<file path="config.mk">
export PLATFORM = sky130hd
export DESIGN_NAME = ufi_core
export DESIGN_NICKNAME = d
export VERILOG_FILES = /design/src/rtl/ufi_pkg.sv /design/src/rtl/ufi_core.sv
export SDC_FILE = /design/constraint.sdc
export NUM_CORES = 1
export LEC_CHECK = 0
export BUFFER_PORTS_ARGS = -buffer_cell sky130_fd_sc_hd__buf_2
export CORE_ASPECT_RATIO = 0.7
export CORE_MARGIN = 5
export CORE_UTILIZATION = 45
export DETAILED_ROUTE_END_ITERATION = 16
export PLACE_DENSITY = 0.78
export SLEW_MARGIN = 20
export SYNTH_ARGS = -nofsm -noshare
export SYNTH_HDL_FRONTEND = slang
export SYNTH_SLANG_ARGS = --single-unit
</file>
<file path="constraint.sdc">
create_clock -name i_clk -period 2.2 [get_ports i_clk]
set_input_delay 0.22 -clock i_clk [delete_from_list [all_inputs] [get_ports i_clk]]
set_output_delay 0.22 -clock i_clk [all_outputs]
set_load 0.02 [all_outputs]
</file>
<file path="src/rtl/ufi_pkg.sv">
// Package of constants and types for the frame number and interrupt flags.
// Functional notes
// - Frame number readable at 0x0C low, 0x0D high.
// - Flag registers ignore software writes entirely.
// - Enables live in their own separate registers.
// - Any set flag raises gated combined interrupt.
// - Reading a flag register returns then clears.
// - IN flags at 0x02, four low bits used.
// - SOF flag in common flags at 0x06.
// - IN enables at 0x07, reset to all ones.
package ufi_pkg;
  // Byte offsets of the registers on the bus.
  localparam logic [7:0] ADDR_IN_FLAGS = 8'h02;
  localparam logic [7:0] ADDR_CM_FLAGS = 8'h06;
  localparam logic [7:0] ADDR_IN_EN = 8'h07;
  localparam logic [7:0] ADDR_CM_EN = 8'h0B;
  localparam logic [7:0] ADDR_FRAME_LO = 8'h0C;
  localparam logic [7:0] ADDR_FRAME_HI = 8'h0D;
  localparam logic [7:0] ADDR_CPU_EN = 8'h10;
  // Field positions.
  localparam int SOF_BIT = 3;
  // Reset values.
  localparam logic [3:0] IN_EN_RST = 4'hF;
  localparam logic [3:0] CM_EN_RST = 4'h8;
  localparam logic CPU_EN_RST = 1'b0;

  // Whole state of the block.
  typedef struct packed {
    logic [10:0] frame_r;     // Last received frame number.
    logic [3:0] in_flags_r;   // IN endpoint 3..1 and control endpoint.
    logic [3:0] cm_flags_r;   // Common flags, SOF at bit 3.
    logic [3:0] in_en_r;      // IN flag enables.
    logic [3:0] cm_en_r;      // Common flag enables.
    logic cpu_en_r;           // Processor side interrupt enable.
    logic [31:0] rdata_r;     // Read data to the bus.
    logic rvalid_r;           // Answer cycle marker.
    logic irq_r;              // Registered interrupt request.
  } ufi_state_t;

  // Hardware event inputs grouped together.
  typedef struct packed {
    logic sof;                // Valid start of frame received.
    logic [10:0] frame;       // Frame number carried by that SOF.
    logic [3:0] in_ev;        // IN endpoint events, bit 0 control.
    logic [2:0] cm_ev;        // Reset, resume and suspend events.
  } ufi_events_t;
endpackage : ufi_pkg

</file>
<file path="src/rtl/ufi_core.sv">
// Frame number capture and USB interrupt flag logic with Avalon-MM slave.
//
// Chosen here: the Avalon-MM slave port.
`timescale 1ns/10ps
module ufi_core
(
  input wire logic i_clk,
  input wire logic i_rst,
  input wire ufi_pkg::ufi_events_t i_ev,
  input wire logic [7:0] i_avs_address,
  input wire logic i_avs_read,
  input wire logic i_avs_write,
  input wire logic [31:0] i_avs_writedata,
  input wire logic [3:0] i_avs_byteenable,
  output logic [31:0] o_avs_readdata,
  output logic o_avs_waitrequest,
  output logic o_irq
);
  // Overview of the block.
  // The block keeps the frame number of the most recent start of frame
  // and the interrupt flags of the IN endpoints and of the common events.
  // Software reaches every register over the slave port, one byte per
  // word address, with the byte in bits 7 to 0 and zero above it.
  // Every request takes exactly two cycles: the first cycle launches
  // the read data, and in the second cycle waitrequest is low.
  // A master that holds its request until it sees waitrequest low will
  // therefore always see the answer in the cycle after it asked.
  //
  // Flag registers are cleared by the read that returns them.
  // The clear happens at the edge that ends the answer cycle.
  // The value handed back is the one seen when the read was taken.
  // An event that arrives in the same cycle as the clear survives it.
  // This keeps a poll from losing an answer-cycle event; one in the request cycle is cleared unseen.
  //
  // The interrupt request is registered, but it is computed from the next
  // flags and enables, so it changes at the same edge as they do.
  // It is gated first by the per-source enables and then by the single
  // processor-side enable, which is off after reset.
  //
  // Hazard: the flag registers ignore every write, including writes
  // of ones; a driver that expects write-one-to-clear will not work.
  // Limitation: only byte lane 0 of a write is used; other lanes are
  // dropped without any error response.
  // Limitation: unmapped addresses read as zero and ignore writes.
  //
  // Current and next state.
  ufi_pkg::ufi_state_t st_r;
  ufi_pkg::ufi_state_t st_nxt;
  // A request is answered in its second cycle; waitrequest is low then.
  logic rd_hit;
  logic wr_hit;

  // Readback decoder, shared by the read path.
  // It maps a byte address onto the register that lives there.
  // Unused upper bits of every register are filled with zeros here.
  // The high frame byte carries only the top three frame bits.
  // Addresses that hold no register return zero.
  function automatic logic [7:0] rd_mux(input ufi_pkg::ufi_state_t s,
                                        input logic [7:0] a);
    logic [7:0] v;
    v = 8'h00;
    unique case (a)
      ufi_pkg::ADDR_IN_FLAGS: v = {4'h0, s.in_flags_r};
      ufi_pkg::ADDR_CM_FLAGS: v = {4'h0, s.cm_flags_r};
      ufi_pkg::ADDR_IN_EN: v = {4'h0, s.in_en_r};
      ufi_pkg::ADDR_CM_EN: v = {4'h0, s.cm_en_r};
      ufi_pkg::ADDR_FRAME_LO: v = s.frame_r[7:0];
      ufi_pkg::ADDR_FRAME_HI: v = {5'h00, s.frame_r[10:8]};
      ufi_pkg::ADDR_CPU_EN: v = {7'h00, s.cpu_en_r};
      default: v = 8'h00;
    endcase
    return v;
  endfunction : rd_mux

  // The answer cycle is the one after the request was first seen.
  assign rd_hit = i_avs_read && st_r.rvalid_r;
  assign wr_hit = i_avs_write && st_r.rvalid_r;

  // Next state computation.
  // The order of the steps below matters: clears come first, then the
  // hardware events are ORed in, so that an event wins over a clear.
  // The interrupt is computed last from the next values, so it tracks
  // the flags and enables that will stand after this edge.
  always_comb
  begin
    st_nxt = st_r;
    // Toggle answer marker so each request takes exactly two cycles.
    st_nxt.rvalid_r = (i_avs_read || i_avs_write) && !st_r.rvalid_r;
    // Read data is presented during the answer cycle.
    if (i_avs_read && !st_r.rvalid_r)
    begin
      st_nxt.rdata_r = {24'h000000, rd_mux(st_r, i_avs_address)};
    end
    if (i_ev.sof)
    begin
      st_nxt.frame_r = i_ev.frame;
    end
    if (rd_hit && i_avs_address == ufi_pkg::ADDR_IN_FLAGS)
    begin
      st_nxt.in_flags_r = 4'h0;
    end
    if (rd_hit && i_avs_address == ufi_pkg::ADDR_CM_FLAGS)
    begin
      st_nxt.cm_flags_r = 4'h0;
    end
    st_nxt.in_flags_r = st_nxt.in_flags_r | i_ev.in_ev;
    st_nxt.cm_flags_r = st_nxt.cm_flags_r | {i_ev.sof, i_ev.cm_ev};
    if (wr_hit && i_avs_byteenable[0])
    begin
      unique case (i_avs_address)
        ufi_pkg::ADDR_IN_EN: st_nxt.in_en_r = i_avs_writedata[3:0];
        ufi_pkg::ADDR_CM_EN: st_nxt.cm_en_r = i_avs_writedata[3:0];
        ufi_pkg::ADDR_CPU_EN: st_nxt.cpu_en_r = i_avs_writedata[0];
        default: st_nxt.cpu_en_r = st_nxt.cpu_en_r;
      endcase
    end
    st_nxt.irq_r = st_nxt.cpu_en_r &&
      (|(st_nxt.in_flags_r & st_nxt.in_en_r) ||
       |(st_nxt.cm_flags_r & st_nxt.cm_en_r));
  end

  // State register with asynchronous reset to constants.
  always_ff @(posedge i_clk or posedge i_rst)
  begin
    if (i_rst)
    begin
      st_r <= '{frame_r: 11'h000, in_flags_r: 4'h0, cm_flags_r: 4'h0,
                in_en_r: ufi_pkg::IN_EN_RST, cm_en_r: ufi_pkg::CM_EN_RST,
                cpu_en_r: ufi_pkg::CPU_EN_RST, rdata_r: 32'h00000000,
                rvalid_r: 1'b0, irq_r: 1'b0};
    end
    else
    begin
      st_r <= st_nxt;
    end
  end

  // Outputs come straight from flip-flops; waitrequest is low in the
  // answer cycle only.
  assign o_avs_readdata = st_r.rdata_r;
  assign o_avs_waitrequest = !st_r.rvalid_r;
  assign o_irq = st_r.irq_r;

  // Frame registers follow an SOF one cycle later.
  frame_capt_a:
  assert property (@(posedge i_clk) disable iff (i_rst)
    i_ev.sof |=> st_r.frame_r == $past(i_ev.frame))
  else $error("frame number not captured");

  // SOF sets the common SOF flag.
  sof_flag_a:
  assert property (@(posedge i_clk) disable iff (i_rst)
    i_ev.sof |=> st_r.cm_flags_r[ufi_pkg::SOF_BIT])
  else $error("sof flag not set");

  // Events set IN flags.
  in_set_a:
  assert property (@(posedge i_clk) disable iff (i_rst)
    |i_ev.in_ev |=>
      (st_r.in_flags_r & $past(i_ev.in_ev)) == $past(i_ev.in_ev))
  else $error("in flag not set");

  // Read clears IN flags unless an event arrives.
  rd_clear_a:
  assert property (@(posedge i_clk) disable iff (i_rst)
    rd_hit && i_avs_address == ufi_pkg::ADDR_IN_FLAGS |=>
      st_r.in_flags_r == $past(i_ev.in_ev))
  else $error("read did not clear flags");

  // Writes never change IN flags without IN events.
  wr_noflag_a:
  assert property (@(posedge i_clk) disable iff (i_rst)
    wr_hit && i_ev.in_ev == 4'h0 |=>
      st_r.in_flags_r == $past(st_r.in_flags_r))
  else $error("write altered flags");

  // Enable write lands.
  en_write_a:
  assert property (@(posedge i_clk) disable iff (i_rst)
    wr_hit && i_avs_byteenable[0] && i_avs_address == ufi_pkg::ADDR_IN_EN |=>
      st_r.in_en_r == $past(i_avs_writedata[3:0]))
  else $error("enable write lost");

  // Interrupt follows gated flags.
  irq_gate_a:
  assert property (@(posedge i_clk) disable iff (i_rst)
    o_irq == (st_r.cpu_en_r && (|(st_r.in_flags_r & st_r.in_en_r) ||
      |(st_r.cm_flags_r & st_r.cm_en_r))))
  else $error("irq mismatch");

  // High frame byte upper bits read zero.
  frame_hi_a:
  assert property (@(posedge i_clk) disable iff (i_rst)
    rd_hit && $past(i_avs_address) == ufi_pkg::ADDR_FRAME_HI |->
      o_avs_readdata[31:3] == 29'h0)
  else $error("frame high upper bits set");

  // Enable reset value check after reset.
  en_rst_a:
  assert property (@(posedge i_clk)
    $fell(i_rst) |-> st_r.in_en_r == ufi_pkg::IN_EN_RST)
  else $error("enable reset wrong");

  // Waitrequest is low for one cycle only, so each request is answered
  // once; a request still held after that cycle is taken again as a new one.
  wait_one_a:
  assert property (@(posedge i_clk) disable iff (i_rst)
    !o_avs_waitrequest |=> o_avs_waitrequest)
  else $error("waitrequest low too long");

  // Every register is one byte wide; the upper read bits stay zero.
  rd_upper_a:
  assert property (@(posedge i_clk) disable iff (i_rst)
    o_avs_readdata[31:8] == 24'h000000)
  else $error("upper read data bits set");

  // A read of the IN flags returns the value from before the clear.
  rd_before_a:
  assert property (@(posedge i_clk) disable iff (i_rst)
    i_avs_read && o_avs_waitrequest &&
      i_avs_address == ufi_pkg::ADDR_IN_FLAGS |=>
      o_avs_readdata[3:0] == $past(st_r.in_flags_r))
  else $error("flag read value wrong");

  // The low frame byte reads back the captured frame number.
  frame_rd_a:
  assert property (@(posedge i_clk) disable iff (i_rst)
    i_avs_read && o_avs_waitrequest &&
      i_avs_address == ufi_pkg::ADDR_FRAME_LO |=>
      o_avs_readdata[7:0] == $past(st_r.frame_r[7:0]))
  else $error("frame low read wrong");

  // A read of the common flags clears them unless an event arrives.
  cm_clear_a:
  assert property (@(posedge i_clk) disable iff (i_rst)
    rd_hit && i_avs_address == ufi_pkg::ADDR_CM_FLAGS |=>
      st_r.cm_flags_r == $past({i_ev.sof, i_ev.cm_ev}))
  else $error("common flags not cleared");

  // Without an event or a clearing read the IN flags hold.
  flag_hold_a:
  assert property (@(posedge i_clk) disable iff (i_rst)
    !(rd_hit && i_avs_address == ufi_pkg::ADDR_IN_FLAGS) &&
      i_ev.in_ev == 4'h0 |=> $stable(st_r.in_flags_r))
  else $error("in flags changed alone");

  // The frame number changes only on a start of frame.
  frame_hold_a:
  assert property (@(posedge i_clk) disable iff (i_rst)
    !i_ev.sof |=> $stable(st_r.frame_r))
  else $error("frame changed without sof");

  // A write of the processor-side enable lands.
  cpu_write_a:
  assert property (@(posedge i_clk) disable iff (i_rst)
    wr_hit && i_avs_byteenable[0] &&
      i_avs_address == ufi_pkg::ADDR_CPU_EN |=>
      st_r.cpu_en_r == $past(i_avs_writedata[0]))
  else $error("cpu enable write lost");

  // Main scenarios that the bench is meant to reach.
  cov_sof_c: cover property (@(posedge i_clk) disable iff (i_rst) i_ev.sof);
  cov_wr_c: cover property (@(posedge i_clk) disable iff (i_rst)
    wr_hit && i_avs_address == ufi_pkg::ADDR_IN_EN);
  cov_irq_c: cover property (@(posedge i_clk) disable iff (i_rst) $rose(o_irq));
  cov_clr_c: cover property (@(posedge i_clk) disable iff (i_rst)
    rd_hit && i_avs_address == ufi_pkg::ADDR_IN_FLAGS && |st_r.in_flags_r);
endmodule : ufi_core

</file>
==> metrics.md <==
| Metric | Value |
|---|---|
| CTS Root Cell | clkbuf_8 |
| Normalized max-slew margin | ~54% |
| Total I/O pin count | a little over 100 |
| R2R setup slack | about 0.23 ns |
| Antenna Nets Post-Route | 0 |
| Top cell type's share of synthesized area | approximately two fifths |
| Power density over cell area | slightly above 600 mW/mm^2 |
| DP Wirelength | about 3.5 mm |
| Critical path peak fanout | 6 |
| Port bufs | 45 |
| Number of buffers created by CTS | 5 |
| Worst r2r src | st_r[1] |
| Area contributors post-synth | dfrtp_1 40%, buf_4 12%, mux2_2 7.6%, dfstp_2 6.3%, mux2i_1 3.4% |
| R2R cell count | 5 |
| Initial antenna violation count | 0 |
| Die Area | 0.00608 sq mm |
| Critical Path AT | ~2.1 ns |
| Row count | 20 |
| Clock transition at the registers of the reported paths | 0.07 ns |
| Resized Gates After CTS | 0 |
| Max Buffers Root-to-Sink | 2 |
| Cell count after synthesis | roughly 190 |
| Main synth FF type | dfrtp_1 |
| First-pass GRT wire length | approximately 6.6 mm |
| Synthesized area per cell | between 10 and 15 sq um |
| Largest net degree at the start of global routing | 39 |
| Layout cell share with drive strength beyond 1 | a little over a third |
| # nets final | approximately 290 |
| Status | complete, no violations |
| Routability cong. | around 0.95 |
| Vias after detailed routing | approximately 1.5k |
| Worst-case vdd ir drop | about 0.00032 V |
| Post-layout min period | 1.97 ns |
| R2r endpoint | o_irq |
| Area Growth Syn to Fin | 10.2% |
| Final setup viols | 0 |
| Placeable core area | 0.00440 sq mm |
| CTS tree | done |
| Commonest cells post-synth | 33 x dfrtp_1, 32 x buf_4, 15 x nand2_1 |
| Initial drt markers | 60 |
| GRT Total Usage | between 10 and 15% |
| Worst path required time | between 2 and 2.5 ns |
| Synthesized area | 0.00207 sq mm |
| Number of synthesized register bits | 38 |
| Number of flops mapped to enable cells by yosys | 0 |
| Setup Fix Bufs, Post-CTS | 0 |
| Slew at the pin with the worst max-slew slack | about 0.67 ns |
| Max Cap Viol | 0 |
| Crit Path Class | reg2reg |
| Area leader, netlist | dfrtp_1 |
| Final design utilization | 51.8% |
| YS warnings | 0 |
| Fraction of registers with async set/reset | 100% |
| Die width | between 90 and 100 um |
| Hold WC Path Type | in2async |
| Wire per inst | 15.6 um |
| CP endpoint kind | register |
| CP startpoint kind | register |
| Worst Clk Skew | approximately 0.0040 ns |
| Number of vias per cell | a little over 5 |
| Count leader, synth | dfrtp_1 |
| Slew Limit Fails | 0 |
| Worst hold slack | ~0.034 ns |
| Die H | between 60 and 70 um |
| Final Cycle Share | 89.6% |
| Cell variety after synth | between 40 and 50 |
| Setup TNS Final | 0 ns |
| # hold bufs at CTS | 0 |
| DRC | 0 |
| Total Wirelength | 4.42 mm |
| Congestion Overflow GR | 0 |
| Worst skew pair latency | around 0.29 ns |
| RSZ-0062 raised after global routing | no |
| Pre-antenna DRT Iters | 4 |
| Fin. Hold Viols | 0 |
| LEAKAGE | between 1 and 1.5 nW |
| Sequential fraction of the synthesis area | around 46% |
| H-tree levels | 2 |
| CTS Sinks | 38 |
| Max Clk Rate | approximately 0.51 GHz |
| Starting density of the core | 47.0% |
| Ant diodes | 0 |
| Vias in the first global route | approximately 1.4k |
-- cell usage in the layout, fill, tap and decap left out, types with 2 or more instances in the layout --
cell type   n
buf_4       2
buf_2      45
o31ai_1     7
a22oi_2     2
dfstp_2     5
a221oi_1    3
conb_1     24
nor3_1      3
a22o_1      4
o22ai_1     2
clkbuf_8    6
o21ai_0     5
dfrtp_1    33
nand2_1    15
a22oi_1     4
nor2_1      7
inv_1       7
mux2_2     14
a21o_1      4
nand4_1     4
mux2i_1     7
nand3_1     4
-- cells by family after synthesis --
logic type             after synthesis  synth area share (%)
AO/OA/AOI/OAI                       36                  13.6
buffers and inverters               44                  14.6
flip-flops                          38                  46.2
multiplexers                        22                  11.5
other                                1                 0.181
AND/OR/NAND/NOR                     46                  13.9
-- worst max-delay path, cell delays in order, from the launching register on --
cell and delay (ns):
dfrtp_1 0.40, and3_1 0.35, nand3_1 0.14, mux2_1 0.40
a2111oi_2 0.38, a31oi_1 0.15
-- flip-flops by register name, summed over array words and instances, names as in the netlist --
name and flops:
o_irq 1, st_r 29, o_avs_readdata 8
-- where the power goes --
| group | leakage [nW] | internal, mW | total (mW) | switching, mW |
|---|---|---|---|---|
| Combinational | 0.595 | 0.0665 | 0.184 | 0.118 |
| Sequential | 0.444 | 0.726 | 0.740 | 0.0144 |
| Clock | 0.0482 | 0.253 | 0.485 | 0.233 |
| Total | 1.09 | 1.04 | 1.41 | 0.365 |
-- final cells by class --
| type | count | area [sq um] |
|---|---|---|
| Timing Repair Buffer | 47 | 240 |
| Sequential cell | 38 | 957 |
| Tap cell | 55 | 68.8 |
| Clock inverter | 1 | 5.00 |
| Fill cell | 443 | 2120 |
| Multi-Input combinational cell | 128 | 900 |
| Inverter | 7 | 26.3 |
| Clock buffer | 7 | 86.3 |
-- through the flow --
step | area (sq um) | total power [mW] | worst slack, ns | std cells
floorplan | 2160 | 0.906 | 0.372 | 210
global placement | 2190 | 0.934 | 0.0584 | 275
detailed placement | 2190 | 0.938 | 0.0912 | 275
CTS | 2280 | 1.42 | 0.238 | 283
global route | 2280 | 1.46 | 0.141 | 283
finish | 2280 | 1.41 | 0.230 | 283
-- layer usage --
metal / wire length (um) / global-route usage (%) / part of all wire, %
met5: 0 / 0 / 0
met2: 1840 / 18.8 / 42
met3: 433 / 6.32 / 9.8
met4: 19 / 3.85 / 0.43
met1: 2130 / 20.7 / 48
-- how the worst max path moves through the flow --
stage / startpoint / endpoint / slack, ns / depth (start not counted)
after detailed placement: i_avs_address[5] / o_irq / 0.09 / 6
after global placement: i_avs_address[5] / o_irq / 0.06 / 6
final: st_r[1] / o_irq / 0.23 / 5
after floorplan: i_avs_address[0] / o_irq / 0.37 / 6
after CTS: st_r[1] / o_irq / 0.24 / 5
after global routing: st_r[1] / o_irq / 0.14 / 5
(Power assumes the default switching activity.)
